`src/hdl/tcg_pkg.sv`:
```
package tcg_pkg;
  localparam logic [7:0] TCG_OFS_COUNT = 8'h00;
  localparam logic [7:0] TCG_OFS_LIMIT = 8'h04;
  localparam logic [7:0] TCG_OFS_CAPT = 8'h08;
  localparam logic [7:0] TCG_OFS_INT = 8'h0C;
  localparam logic [7:0] TCG_OFS_CTRL = 8'h10;
  localparam int TCG_MODE_LSB = 0;
  localparam int TCG_DIV_LSB = 3;
  localparam int TCG_POL_BIT = 6;
  localparam int TCG_EN_BIT = 7;
  localparam int TCG_DIVH_BIT = 8;
  localparam int TCG_OUTEN_BIT = 13;
  localparam int TCG_IRQEN_BIT = 14;
  localparam logic [2:0] TCG_MODE_CAPT = 3'h4;
  localparam logic [2:0] TCG_MODE_CMP = 3'h5;
  localparam logic [2:0] TCG_MODE_GATE = 3'h6;
  localparam logic [2:0] TCG_MODE_CC = 3'h7;
  localparam logic [31:0] TCG_RELOAD = 32'h0000_0001;
  localparam logic [31:0] TCG_ZERO = 32'h0000_0000;
  localparam logic [31:0] TCG_ALL_ONES = 32'hFFFF_FFFF;
  localparam int TCG_DIV_W = 4;

  typedef struct packed {
    logic irq_en;
    logic out_en;
    logic enable;
    logic pol;
    logic [3:0] div;
    logic [2:0] mode;
  } tcg_ctrl_t;

  localparam tcg_ctrl_t TCG_CTRL_RST = '0;
endpackage : tcg_pkg

```
`src/hdl/tcg_prescale.sv`:
```
module tcg_prescale
  import tcg_pkg::*;
#(
  parameter int DIV_W = TCG_DIV_W
) (
  input wire logic ref_clk_i,
  input wire logic rst_i,
  input wire logic run_i,
  input wire logic [DIV_W-1:0] div_i,
  output logic tick_o
);
  localparam int CW = (1 << DIV_W);
  logic [CW-1:0] cnt_q;
  logic [CW-1:0] lim;

  // divide by two to the power of the divider value
  assign lim = (CW'(1) << div_i) - CW'(1);
  assign tick_o = run_i && (cnt_q >= lim);

  always_ff @(posedge ref_clk_i or posedge rst_i) begin
    if (rst_i) begin
      cnt_q <= '0;
    end else if (!run_i || tick_o) begin
      cnt_q <= '0;
    end else begin
      cnt_q <= cnt_q + CW'(1);
    end
  end
endmodule : tcg_prescale

```
`src/hdl/tcg_timer.sv`:
```
module tcg_timer
  import tcg_pkg::*;
(
  input wire logic ref_clk_i,
  input wire logic rst_i,
  input wire logic hsel_i,
  input wire logic [31:0] haddr_i,
  input wire logic [1:0] htrans_i,
  input wire logic hwrite_i,
  input wire logic [2:0] hsize_i,
  input wire logic [31:0] hwdata_i,
  input wire logic hready_i,
  output logic [31:0] hrdata_o,
  output logic hreadyout_o,
  output logic hresp_o,
  input wire logic pin_i,
  output logic pin_o,
  output logic pin_oe_o,
  output logic irq_o
);
  tcg_ctrl_t ctrl_q;
  logic [31:0] count_q;
  logic [31:0] limit_q;
  logic [31:0] capt_q;
  logic flag_q;
  logic pin_out_q;
  logic armed_q;
  logic edge_pend_q;
  logic [2:0] sync_q;
  logic level_q;

  // ahb-lite slave: zero wait states, always okay
  logic wr_pend_q;
  logic [7:0] wr_addr_q;
  logic [31:0] rdata_q;
  logic addr_ok;
  logic wr_count;
  logic wr_limit;
  logic wr_int;
  logic wr_ctrl;
  logic [7:0] ofs;

  assign hreadyout_o = 1'b1;
  assign hresp_o = 1'b0;
  assign hrdata_o = rdata_q;
  assign ofs = haddr_i[7:0];
  assign addr_ok = hsel_i && htrans_i[1] && hready_i;

  always_ff @(posedge ref_clk_i or posedge rst_i) begin
    if (rst_i) begin
      wr_pend_q <= 1'b0;
      wr_addr_q <= 8'h00;
    end else begin
      wr_pend_q <= addr_ok && hwrite_i;
      wr_addr_q <= ofs;
    end
  end

  assign wr_count = wr_pend_q && (wr_addr_q == TCG_OFS_COUNT);
  assign wr_limit = wr_pend_q && (wr_addr_q == TCG_OFS_LIMIT);
  assign wr_int = wr_pend_q && (wr_addr_q == TCG_OFS_INT);
  assign wr_ctrl = wr_pend_q && (wr_addr_q == TCG_OFS_CTRL);

  // read data is sampled in the address phase, unmapped reads give zero
  always_ff @(posedge ref_clk_i or posedge rst_i) begin
    if (rst_i) begin
      rdata_q <= 32'h0000_0000;
    end else if (addr_ok && !hwrite_i) begin
      unique case (ofs)
        TCG_OFS_COUNT: rdata_q <= count_q;
        TCG_OFS_LIMIT: rdata_q <= limit_q;
        TCG_OFS_CAPT: rdata_q <= capt_q;
        TCG_OFS_INT: rdata_q <= {31'h0000_0000, flag_q};
        TCG_OFS_CTRL: rdata_q <= {17'h0_0000, ctrl_q.irq_en, ctrl_q.out_en, 4'h0,
                                  ctrl_q.div[3], ctrl_q.enable, ctrl_q.pol,
                                  ctrl_q.div[2:0], ctrl_q.mode};
        default: rdata_q <= 32'h0000_0000;
      endcase
    end
  end

  always_ff @(posedge ref_clk_i or posedge rst_i) begin
    if (rst_i) begin
      ctrl_q <= TCG_CTRL_RST;
    end else if (wr_ctrl) begin
      ctrl_q.mode <= hwdata_i[TCG_MODE_LSB +: 3];
      ctrl_q.div <= {hwdata_i[TCG_DIVH_BIT], hwdata_i[TCG_DIV_LSB +: 3]};
      ctrl_q.pol <= hwdata_i[TCG_POL_BIT];
      ctrl_q.enable <= hwdata_i[TCG_EN_BIT];
      ctrl_q.out_en <= hwdata_i[TCG_OUTEN_BIT];
      ctrl_q.irq_en <= hwdata_i[TCG_IRQEN_BIT];
    end
  end

  always_ff @(posedge ref_clk_i or posedge rst_i) begin
    if (rst_i) begin
      limit_q <= 32'h0000_0000;
    end else if (wr_limit) begin
      limit_q <= hwdata_i;
    end
  end

  // timer tick from the prescaler
  logic tick;
  logic run;
  assign run = ctrl_q.enable;

  tcg_prescale #(
    .DIV_W(TCG_DIV_W)
  ) u_prescale (
    .ref_clk_i(ref_clk_i),
    .rst_i(rst_i),
    .run_i(run),
    .div_i(ctrl_q.div),
    .tick_o(tick)
  );

  // pin synchroniser: a change counts once the second and third stages agree
  always_ff @(posedge ref_clk_i or posedge rst_i) begin
    if (rst_i) begin
      sync_q <= 3'h0;
    end else begin
      sync_q <= {sync_q[1:0], pin_i};
    end
  end

  always_ff @(posedge ref_clk_i or posedge rst_i) begin
    if (rst_i) begin
      level_q <= 1'b0;
    end else if (sync_q[1] == sync_q[2]) begin
      level_q <= sync_q[2];
    end
  end

  logic stable;
  logic rise;
  logic fall;
  logic sel_edge;
  logic active;
  assign stable = (sync_q[1] == sync_q[2]);
  assign rise = stable && sync_q[2] && !level_q;
  assign fall = stable && !sync_q[2] && level_q;
  assign sel_edge = ctrl_q.pol ? fall : rise;
  assign active = level_q ^ ctrl_q.pol;

  logic is_capt;
  logic is_cmp;
  logic is_gate;
  logic is_cc;
  logic edge_mode;
  assign is_capt = (ctrl_q.mode == TCG_MODE_CAPT);
  assign is_cmp = (ctrl_q.mode == TCG_MODE_CMP);
  assign is_gate = (ctrl_q.mode == TCG_MODE_GATE);
  assign is_cc = (ctrl_q.mode == TCG_MODE_CC);
  assign edge_mode = is_capt || is_cc;

  // an edge waits for the next timer tick
  always_ff @(posedge ref_clk_i or posedge rst_i) begin
    if (rst_i) begin
      edge_pend_q <= 1'b0;
    end else if (!run || !edge_mode) begin
      edge_pend_q <= 1'b0;
    end else if (sel_edge) begin
      edge_pend_q <= 1'b1;
    end else if (tick) begin
      edge_pend_q <= 1'b0;
    end
  end

  logic step;
  logic match;
  logic do_capt;
  logic do_reload;
  logic do_arm;
  logic period_end;
  assign step = run && tick;
  assign match = (count_q == limit_q);
  assign do_arm = step && is_cc && !armed_q && edge_pend_q;
  assign do_capt = step && edge_pend_q && (is_capt || (is_cc && armed_q));
  assign do_reload = do_capt
                     || (step && match && (is_capt || (is_cc && armed_q)))
                     || (step && is_gate && active && match);
  assign period_end = do_reload || (step && is_cmp && match);

  always_ff @(posedge ref_clk_i or posedge rst_i) begin
    if (rst_i) begin
      armed_q <= 1'b0;
    end else if (!run || !is_cc) begin
      armed_q <= 1'b0;
    end else if (do_arm) begin
      armed_q <= 1'b1;
    end
  end

  // software writes win over counting; reloaded periods restart from one, compare mode counts on past the limit
  always_ff @(posedge ref_clk_i or posedge rst_i) begin
    if (rst_i) begin
      count_q <= 32'h0000_0000;
    end else if (wr_count) begin
      count_q <= hwdata_i;
    end else if (do_reload) begin
      count_q <= TCG_RELOAD;
    end else if (step) begin
      if (is_cmp) begin
        count_q <= count_q + 32'h0000_0001;
      end else if (is_capt || (is_cc && armed_q)) begin
        count_q <= count_q + 32'h0000_0001;
      end else if (is_gate && active) begin
        count_q <= count_q + 32'h0000_0001;
      end
    end
  end

  always_ff @(posedge ref_clk_i or posedge rst_i) begin
    if (rst_i) begin
      capt_q <= 32'h0000_0000;
    end else if (do_capt) begin
      capt_q <= count_q;
    end
  end

  // hardware set wins over a clear in the same cycle
  always_ff @(posedge ref_clk_i or posedge rst_i) begin
    if (rst_i) begin
      flag_q <= 1'b0;
    end else if (period_end) begin
      flag_q <= 1'b1;
    end else if (wr_int) begin
      flag_q <= 1'b0;
    end
  end

  assign irq_o = flag_q && ctrl_q.irq_en;

  always_ff @(posedge ref_clk_i or posedge rst_i) begin
    if (rst_i) begin
      pin_out_q <= 1'b0;
    end else if (!run) begin
      pin_out_q <= ctrl_q.pol;
    end else if (step && is_cmp && match && ctrl_q.out_en) begin
      pin_out_q <= !pin_out_q;
    end
  end

  assign pin_o = pin_out_q;
  assign pin_oe_o = is_cmp && ctrl_q.out_en;
endmodule : tcg_timer

```
`config.mk`:
```
export PLATFORM = sky130hd
export DESIGN_NAME = tcg_timer
export DESIGN_NICKNAME = d
export VERILOG_FILES = /design/src/hdl/tcg_pkg.sv /design/src/hdl/tcg_prescale.sv /design/src/hdl/tcg_timer.sv
export SDC_FILE = /design/constraint.sdc
export NUM_CORES = 1
export LEC_CHECK = 0
export BUFFER_PORTS_ARGS = -buffer_cell sky130_fd_sc_hd__buf_4
export CAP_MARGIN = 5
export CORE_MARGIN = 2
export CORE_UTILIZATION = 59
export CTS_CLUSTER_DIAMETER = 40
export CTS_CLUSTER_SIZE = 20
export DETAILED_ROUTE_END_ITERATION = 10
export GPL_ROUTABILITY_DRIVEN = 0
export MAX_ROUTING_LAYER = met4
export PLACE_DENSITY = 0.81
export SYNTH_ARGS = -nofsm -noshare
export SYNTH_HDL_FRONTEND = slang
export SYNTH_HIERARCHICAL = 1
export SYNTH_SLANG_ARGS = --single-unit
```
`constraint.sdc`:
```
create_clock -name ref_clk_i -period 6.1 [get_ports ref_clk_i]
set_clock_uncertainty 0.2 [all_clocks]
set_input_delay 1.22 -clock ref_clk_i [delete_from_list [all_inputs] [get_ports ref_clk_i]]
set_output_delay 1.22 -clock ref_clk_i [all_outputs]
set_load 0.03 [all_outputs]
```
After elaboration in Yosys (flattened, before gate mapping)

Cells that the tools add are included.
Widths: inputs -> output; s select.

Register bits: 172
Output and inout bits: 37
Input bits: 75

$lt $le $gt $ge: 1
Add/subtract/negate cells: 3
Bitwise gates (word level): 1
Muxes and demuxes: 18
Shift-type cells: 1
Reductions and logical operators: 55
Equality and inequality tests: 14

Operators by type and width:

| cell                  | count |
|---|---|
| $mux 32               | 6 |
| $pmux 32 s5           | 1 |
| $add 32x1->32 const B | 1 |
| $eq 32x32->1          | 1 |
| $logic_and 1x1->1     | 31 |
| $eq 8x4->1 const B    | 3 |
| $add 16x1->16 const B | 1 |
| $eq 8x3->1 const B    | 2 |
| $eq 8x5->1 const B    | 2 |
| $ge 16x16->1          | 1 |
| $logic_not 8->1       | 2 |
| $mux 16               | 1 |
| $shl 1x4->16 const A  | 1 |
| $sub 16x2->16 const B | 1 |
| $eq 3x3->1 const B    | 4 |
| $mux 1                | 10 |
| $logic_not 1->1       | 8 |
| $logic_or 1x1->1      | 8 |
| $reduce_bool 3->1     | 2 |
| $reduce_bool 5->1     | 1 |
| $reduce_bool 2->1     | 2 |
| $ne 2x1->1 const B    | 1 |
| $reduce_and 2->1      | 1 |
| $eq 1x1->1            | 1 |
| $xor 1x1->1           | 1 |

Depth between registers and ports, before layout

Word-level depth: 11
Gate-level depth with buffers: 20
Mapped depth without buffers: 17

Modules after synthesis

The synthesis kept the hierarchy.

By module, submodules not included:

| module       | area each (sq um) | times used | cells an instance |
|---|---|---|---|
| tcg_timer    | 7698.6            | 1          | 712 |
| tcg_prescale | 1321.3            | 1          | 153 |

Worst setup path before layout

No wires, ideal clock.

Kind: reg-to-reg
Start point: reg ctrl_q[3] (netlist name)
End point: reg count_q[29]
Data arrival time: 4532 ps
Path buffers: 3
Stages on the path, launching flop included: 21
Setup slack: 1234 ps
Period minus slack after synthesis: 4866 ps
Data required time: 5766 ps
Cells stage by stage: dfrtp_1 -> clkbuf_1 -> or2_2 -> or3_1 -> ha_1 -> clkbuf_1 -> nor4_1 -> a31oi_1 -> o22a_1 -> ha_1 -> nand2_1 -> nor4_1 -> o311ai_2 -> a31oi_1 -> and3_1 -> o221ai_2 -> or2_2 -> clkbuf_1 -> o31a_1 -> o21ai_0 -> a22oi_1

Word-level cells in the longest chain between the ends: 11
Elaborated cells on any way between the ends: 19
Classes of those cells: add/sub (1); order compare (1); shift (1); mux (2); reduce/logical (14)

Ends and longest elaborated chain:

| what                                                  | RTL line                                             | text |
|---|---|---|
| from (decl)                                           | tcg_timer.sv:21                                      | `tcg_ctrl_t ctrl_q;` |
| $shl 1x4->16 *                                        | tcg_prescale.sv:17                                   | `assign lim = (CW'(1) << div_i) - CW'(1);` |
| $sub 16x2->16 *                                       | tcg_prescale.sv:17                                   |  |
| $ge 16x16->1 *                                        | tcg_prescale.sv:18                                   | `assign tick_o = run_i && (cnt_q >= lim);` |
| $logic_and 1x1->1 *                                   | tcg_prescale.sv:18                                   |  |
| via tick                                              | tcg_timer.sv:104                                     | `logic tick;` |
| $logic_and 1x1->1 *                                   | tcg_timer.sv:176                                     | `assign step = run && tick;` |
| $logic_and 1x1->1 (on tied branches) (2 in series)    | tcg_timer.sv:179, tcg_timer.sv:181, tcg_timer.sv:182 |  |
| $logic_or 1x1->1 or $logic_and 1x1->1 (tied branches) | tcg_timer.sv:181, tcg_timer.sv:182                   |  |
| $logic_or 1x1->1                                      | tcg_timer.sv:182                                     | `\|\| (step && is_gate && active && match);` |
| $reduce_bool 5->1 (no line) (tied with other cells)   | --                                                   |  |
| $reduce_and 2->1 (no line) or $mux 32 (tied branches) | --                                                   |  |
| to (signal assigned)                                  | tcg_timer.sv:200                                     | `count_q <= hwdata_i;` |
| to (signal assigned)                                  | tcg_timer.sv:205                                     | `count_q <= count_q + 32'h0000_0001;` |
| to (signal assigned)                                  | tcg_timer.sv:207                                     | `count_q <= count_q + 32'h0000_0001;` |
| to (decl)                                             | tcg_timer.sv:22                                      | `logic [31:0] count_q;` |

The timed path passes the listed nets; every way through them passes the cells marked *.
A chain may end at the register's enable or synchronous reset.

Final worst setup path

Start point: reg ctrl_q[3] (netlist name)
End point: reg count_q[28]

The elaborated chain is that of the path after synthesis.

==> flow_metrics.env <==
export IMPL_status="finished, final reports clean"
export IMPL_io_buffers=81
export IMPL_min_to="sync_q[1]"
export IMPL_dr_pass1_iters=5
export IMPL_final_common_cell="dfrtp_1"
export IMPL_die_width_um=127.6
export IMPL_relSlewSlack_pct=29.07
export IMPL_synth_top_family_by_area="simple AND/OR/NAND/NOR gates"
export IMPL_grt_use_total_pct=28.56
export IMPL_worstReg2RegStart="ctrl_q[3]"
export IMPL_drt_wirelength_per_cell_um=19.40
export IMPL_rsz0062_at_grt="false"
export IMPL_period_minus_slack_ns=5.594
export IMPL_drc=0
export IMPL_stdcell_count=1115
export IMPL_clk_path_buf_depth=2
export IMPL_grt_pass1_vias=6694
export IMPL_cts_num_sinks=172
export IMPL_dp_cells=1083
export IMPL_final_net_count=1010
export IMPL_cts_made_buffers=17
export IMPL_yosys_area_share_adder_pct=2.913
export IMPL_maxSlewViolCount=0
export IMPL_crit_required_ns=6.18
export IMPL_ys_seq_area_share_pct=47.72
export IMPL_synth_cells=865
export IMPL_p_sw_uw=595.2
export IMPL_cts_htree_levels=4
export IMPL_die_area_mm2=0.01629
export IMPL_wl_met1_um=9513
export IMPL_core_area_mm2=0.01509
export IMPL_crit_fanout=27
export IMPL_worst_slew_pin_slew_ns=1.064
export IMPL_rows=45
export IMPL_synth_nets=961
export IMPL_met2_length_um=10160
export IMPL_drt_wl_total_um=21630
export IMPL_final_antenna_net_count=0
export IMPL_synthMuxAreaShare_pct=13.29
export IMPL_drv_cap=0
export IMPL_cp_start_kind="flip-flop"
export IMPL_crit_slowest_cell="a31oi_1"
export IMPL_min_from="sync_q[0]"
export IMPL_netlist_area_mm2=0.009020
export IMPL_area_delta_synth_final_pct=13.83
export IMPL_final_util_pct=68.04
export IMPL_p_per_area_mw_per_mm2=235.9
export IMPL_post_cts_setup_buffers=0
export IMPL_pwr_share_clk_pct=45.7
export IMPL_reg2reg_depth=17
export IMPL_ys_ff_latch=172
export IMPL_rr_endpoint="count_q[28]"
export IMPL_hold_class="reg -> reg"
export IMPL_finalSetupTns_ns=0
export IMPL_async_reset_ff_share_pct=100.0
export IMPL_num_antenna_cells=0
export IMPL_hold_viol_final=0
export IMPL_power_frac_seq_pct=48.6
export IMPL_synthXorXnorAreaFrac_pct=7.172
export IMPL_cpPeakStageDelay_ns=0.55
export IMPL_ios=112
export IMPL_switching_share_pct=24.57
export IMPL_cts_tree="built"
export IMPL_layout_drive_gt1_share_pct=25.57
export IMPL_dp_hpwl_um=14650
export IMPL_synth_compound_area_share_pct=10.50
export IMPL_fillers=1146
export IMPL_p_leak_nw=4.730
export IMPL_grt_pass1_wl_um=34910
export IMPL_crit_path_end_kind="flip-flop"
export IMPL_ys_types=62
export IMPL_finalCritPeriodShare_pct=91.71
export IMPL_root_buffer="clkbuf_16"
export IMPL_vias_per_cell=6.096
export IMPL_clock_fmax_ghz=0.1787
export IMPL_crit_family="simple AND/OR/NAND/NOR gates"
export IMPL_ys_warn_count=6
export IMPL_start_util_pct=59.78
export IMPL_arrival_ns=5.67
export IMPL_worstSetupPathType="reg -> reg"
export IMPL_top_layer="met4"
export IMPL_synth_simple_area_share_pct=14.54
export IMPL_overflow=0
export IMPL_final_cell_mix="172 x dfrtp_1, 106 x nand2_1, 88 x buf_4"
export IMPL_num_vias=6797
export IMPL_grt_max_degree=112
export IMPL_cts_resized_gates=0
export IMPL_syn_area_per_cell_um2=10.43
export IMPL_power_mw=2.423
export IMPL_clk_latency_ns=0.44
export IMPL_rrSetupSlack_ns=0.51
export IMPL_cp_buffers_inverters=1
export IMPL_synth_edff_count=0
export IMPL_ir_drop_mv=0.2199
export IMPL_setup_violations=0
export IMPL_comb_power_share_pct=5.7
export IMPL_drt_initial_drc_count=688
export IMPL_ys_flop_type="dfrtp_1"
export IMPL_multi_input_area_mm2=0.004388
export IMPL_hold_buffers=0
export IMPL_cp_cell_sequence="or2_2 -> or3_1 -> ha_1 -> nor4_1 -> a31oi_1 -> o22a_1 -> ha_1 -> nand2_1 -> nor4_1 -> o311ai_2 -> a31oi_1 -> nand3_1 -> or4_1 -> or3_4 -> a21oi_4 -> buf_12 -> o41ai_1"
export IMPL_hold_path_depth=0
export IMPL_antenna_found_initial=0
export IMPL_die_h_um=127.6
export IMPL_p_int_mw=1.827
export IMPL_ff_latch_area_mm2=0.004304
export IMPL_clkTransAtPathRegs_ns=0.07
export IMPL_met3_length_um=1474
final cells by class:
cell class / count / share of cell area (%)
multi-input combinational: 620 / 42.74
clock inverter: 15 / 1.718
inverter: 14 / 0.5606
sequential: 172 / 41.92
timing repair buffer: 89 / 6.629
tap: 188 / 2.291
clock buffer: 17 / 4.143
cell families (layout without fill, tap and decap cells):
logic type	Yosys count	after routing
AO/OA/AOI/OAI	144	144
XOR/XNOR	73	73
adder cells (fa/ha/maj)	21	21
buffers and inverters	73	135
flip-flops	172	172
multiplexers	109	109
other	3	3
AND/OR/NAND/NOR	270	270
through the flow:
step	instance area [um^2]	hold slack, ns	setup WS (ns)
5_1_grt	10270	0.1579	0.2593
6_report	10270	0.1515	0.5055
2_1_floorplan	9020	0.1312	0.4735
3_3_place_gp	9666	0.1374	0.6411
3_5_place_dp	9666	0.1411	0.5861
4_1_cts	10270	0.1561	0.6202
state kept, by name, indices dropped and copies added (netlist names), 3 cells and up:
| name | flops |
|---|---|
| u_prescale/cnt_q | 16 |
| wr_addr_q | 8 |
| count_q | 32 |
| capt_q | 32 |
| ctrl_q | 10 |
| hrdata_o | 32 |
| sync_q | 3 |
| limit_q | 32 |
power groups by stage:
stage               clock network (mW)  logic (mW)  registers [mW]
finish                            1.11       0.138            1.18
global route                      1.17       0.153            1.18
CTS                               1.12       0.139            1.18
detailed placement                   0       0.138            1.20
global placement                     0       0.135            1.20
floorplan                            0      0.0877            1.19
metal layers:
| metal | vias to the layer above | GRT usage [%] |
|---|---|---|
| li1 | 3172 | - |
| met1 | 3361 | 38.47 |
| met2 | 219 | 43.28 |
| met3 | 45 | 6.030 |
| met4 | 0 | 10.15 |
| met5 | - | - |
worst reg2reg max path: stages (launching register included):
cell      delay (ns)
dfrtp_1         0.49
or2_2           0.37
or3_1           0.35
ha_1            0.31
nor4_1          0.23
a31oi_1         0.07
o22a_1          0.20
ha_1            0.28
nand2_1         0.06
nor4_1          0.40
o311ai_2        0.25
a31oi_1         0.55
nand3_1         0.15
or4_1           0.45
or3_4           0.43
a21oi_4         0.31
buf_12          0.23
o41ai_1         0.12
worst max path at each step:
stage	startpoint	cells past startpoint	to	slack (ns)
after floorplan	rst_i	1	armed_q	0.47
after global placement	ctrl_q[3]	17	count_q[28]	0.64
after detailed placement	ctrl_q[3]	17	count_q[18]	0.59
after CTS	ctrl_q[3]	17	count_q[28]	0.62
after global routing	ctrl_q[3]	17	count_q[13]	0.26
final	ctrl_q[3]	17	count_q[28]	0.51
cells in the mapped netlist, types with 10 or more instances:
cell,n,area share [%]
clkbuf_1,38,1.6
mux2_2,86,11
xnor2_1,29,2.8
o31ai_1,25,2.1
xor2_1,43,4.2
nand4_1,17,1.2
ha_1,21,2.9
dfrtp_1,172,48
a222oi_1,10,1.1
nor3_1,11,0.61
nor4_1,12,0.83
nand3_1,21,1.2
nor2_1,52,2.2
mux2i_1,23,2.6
inv_1,14,0.58
nor2_2,10,0.69
o21ai_0,46,2.6
nand2_1,106,4.4
a21oi_1,35,1.9
(Power assumes the default switching activity.)
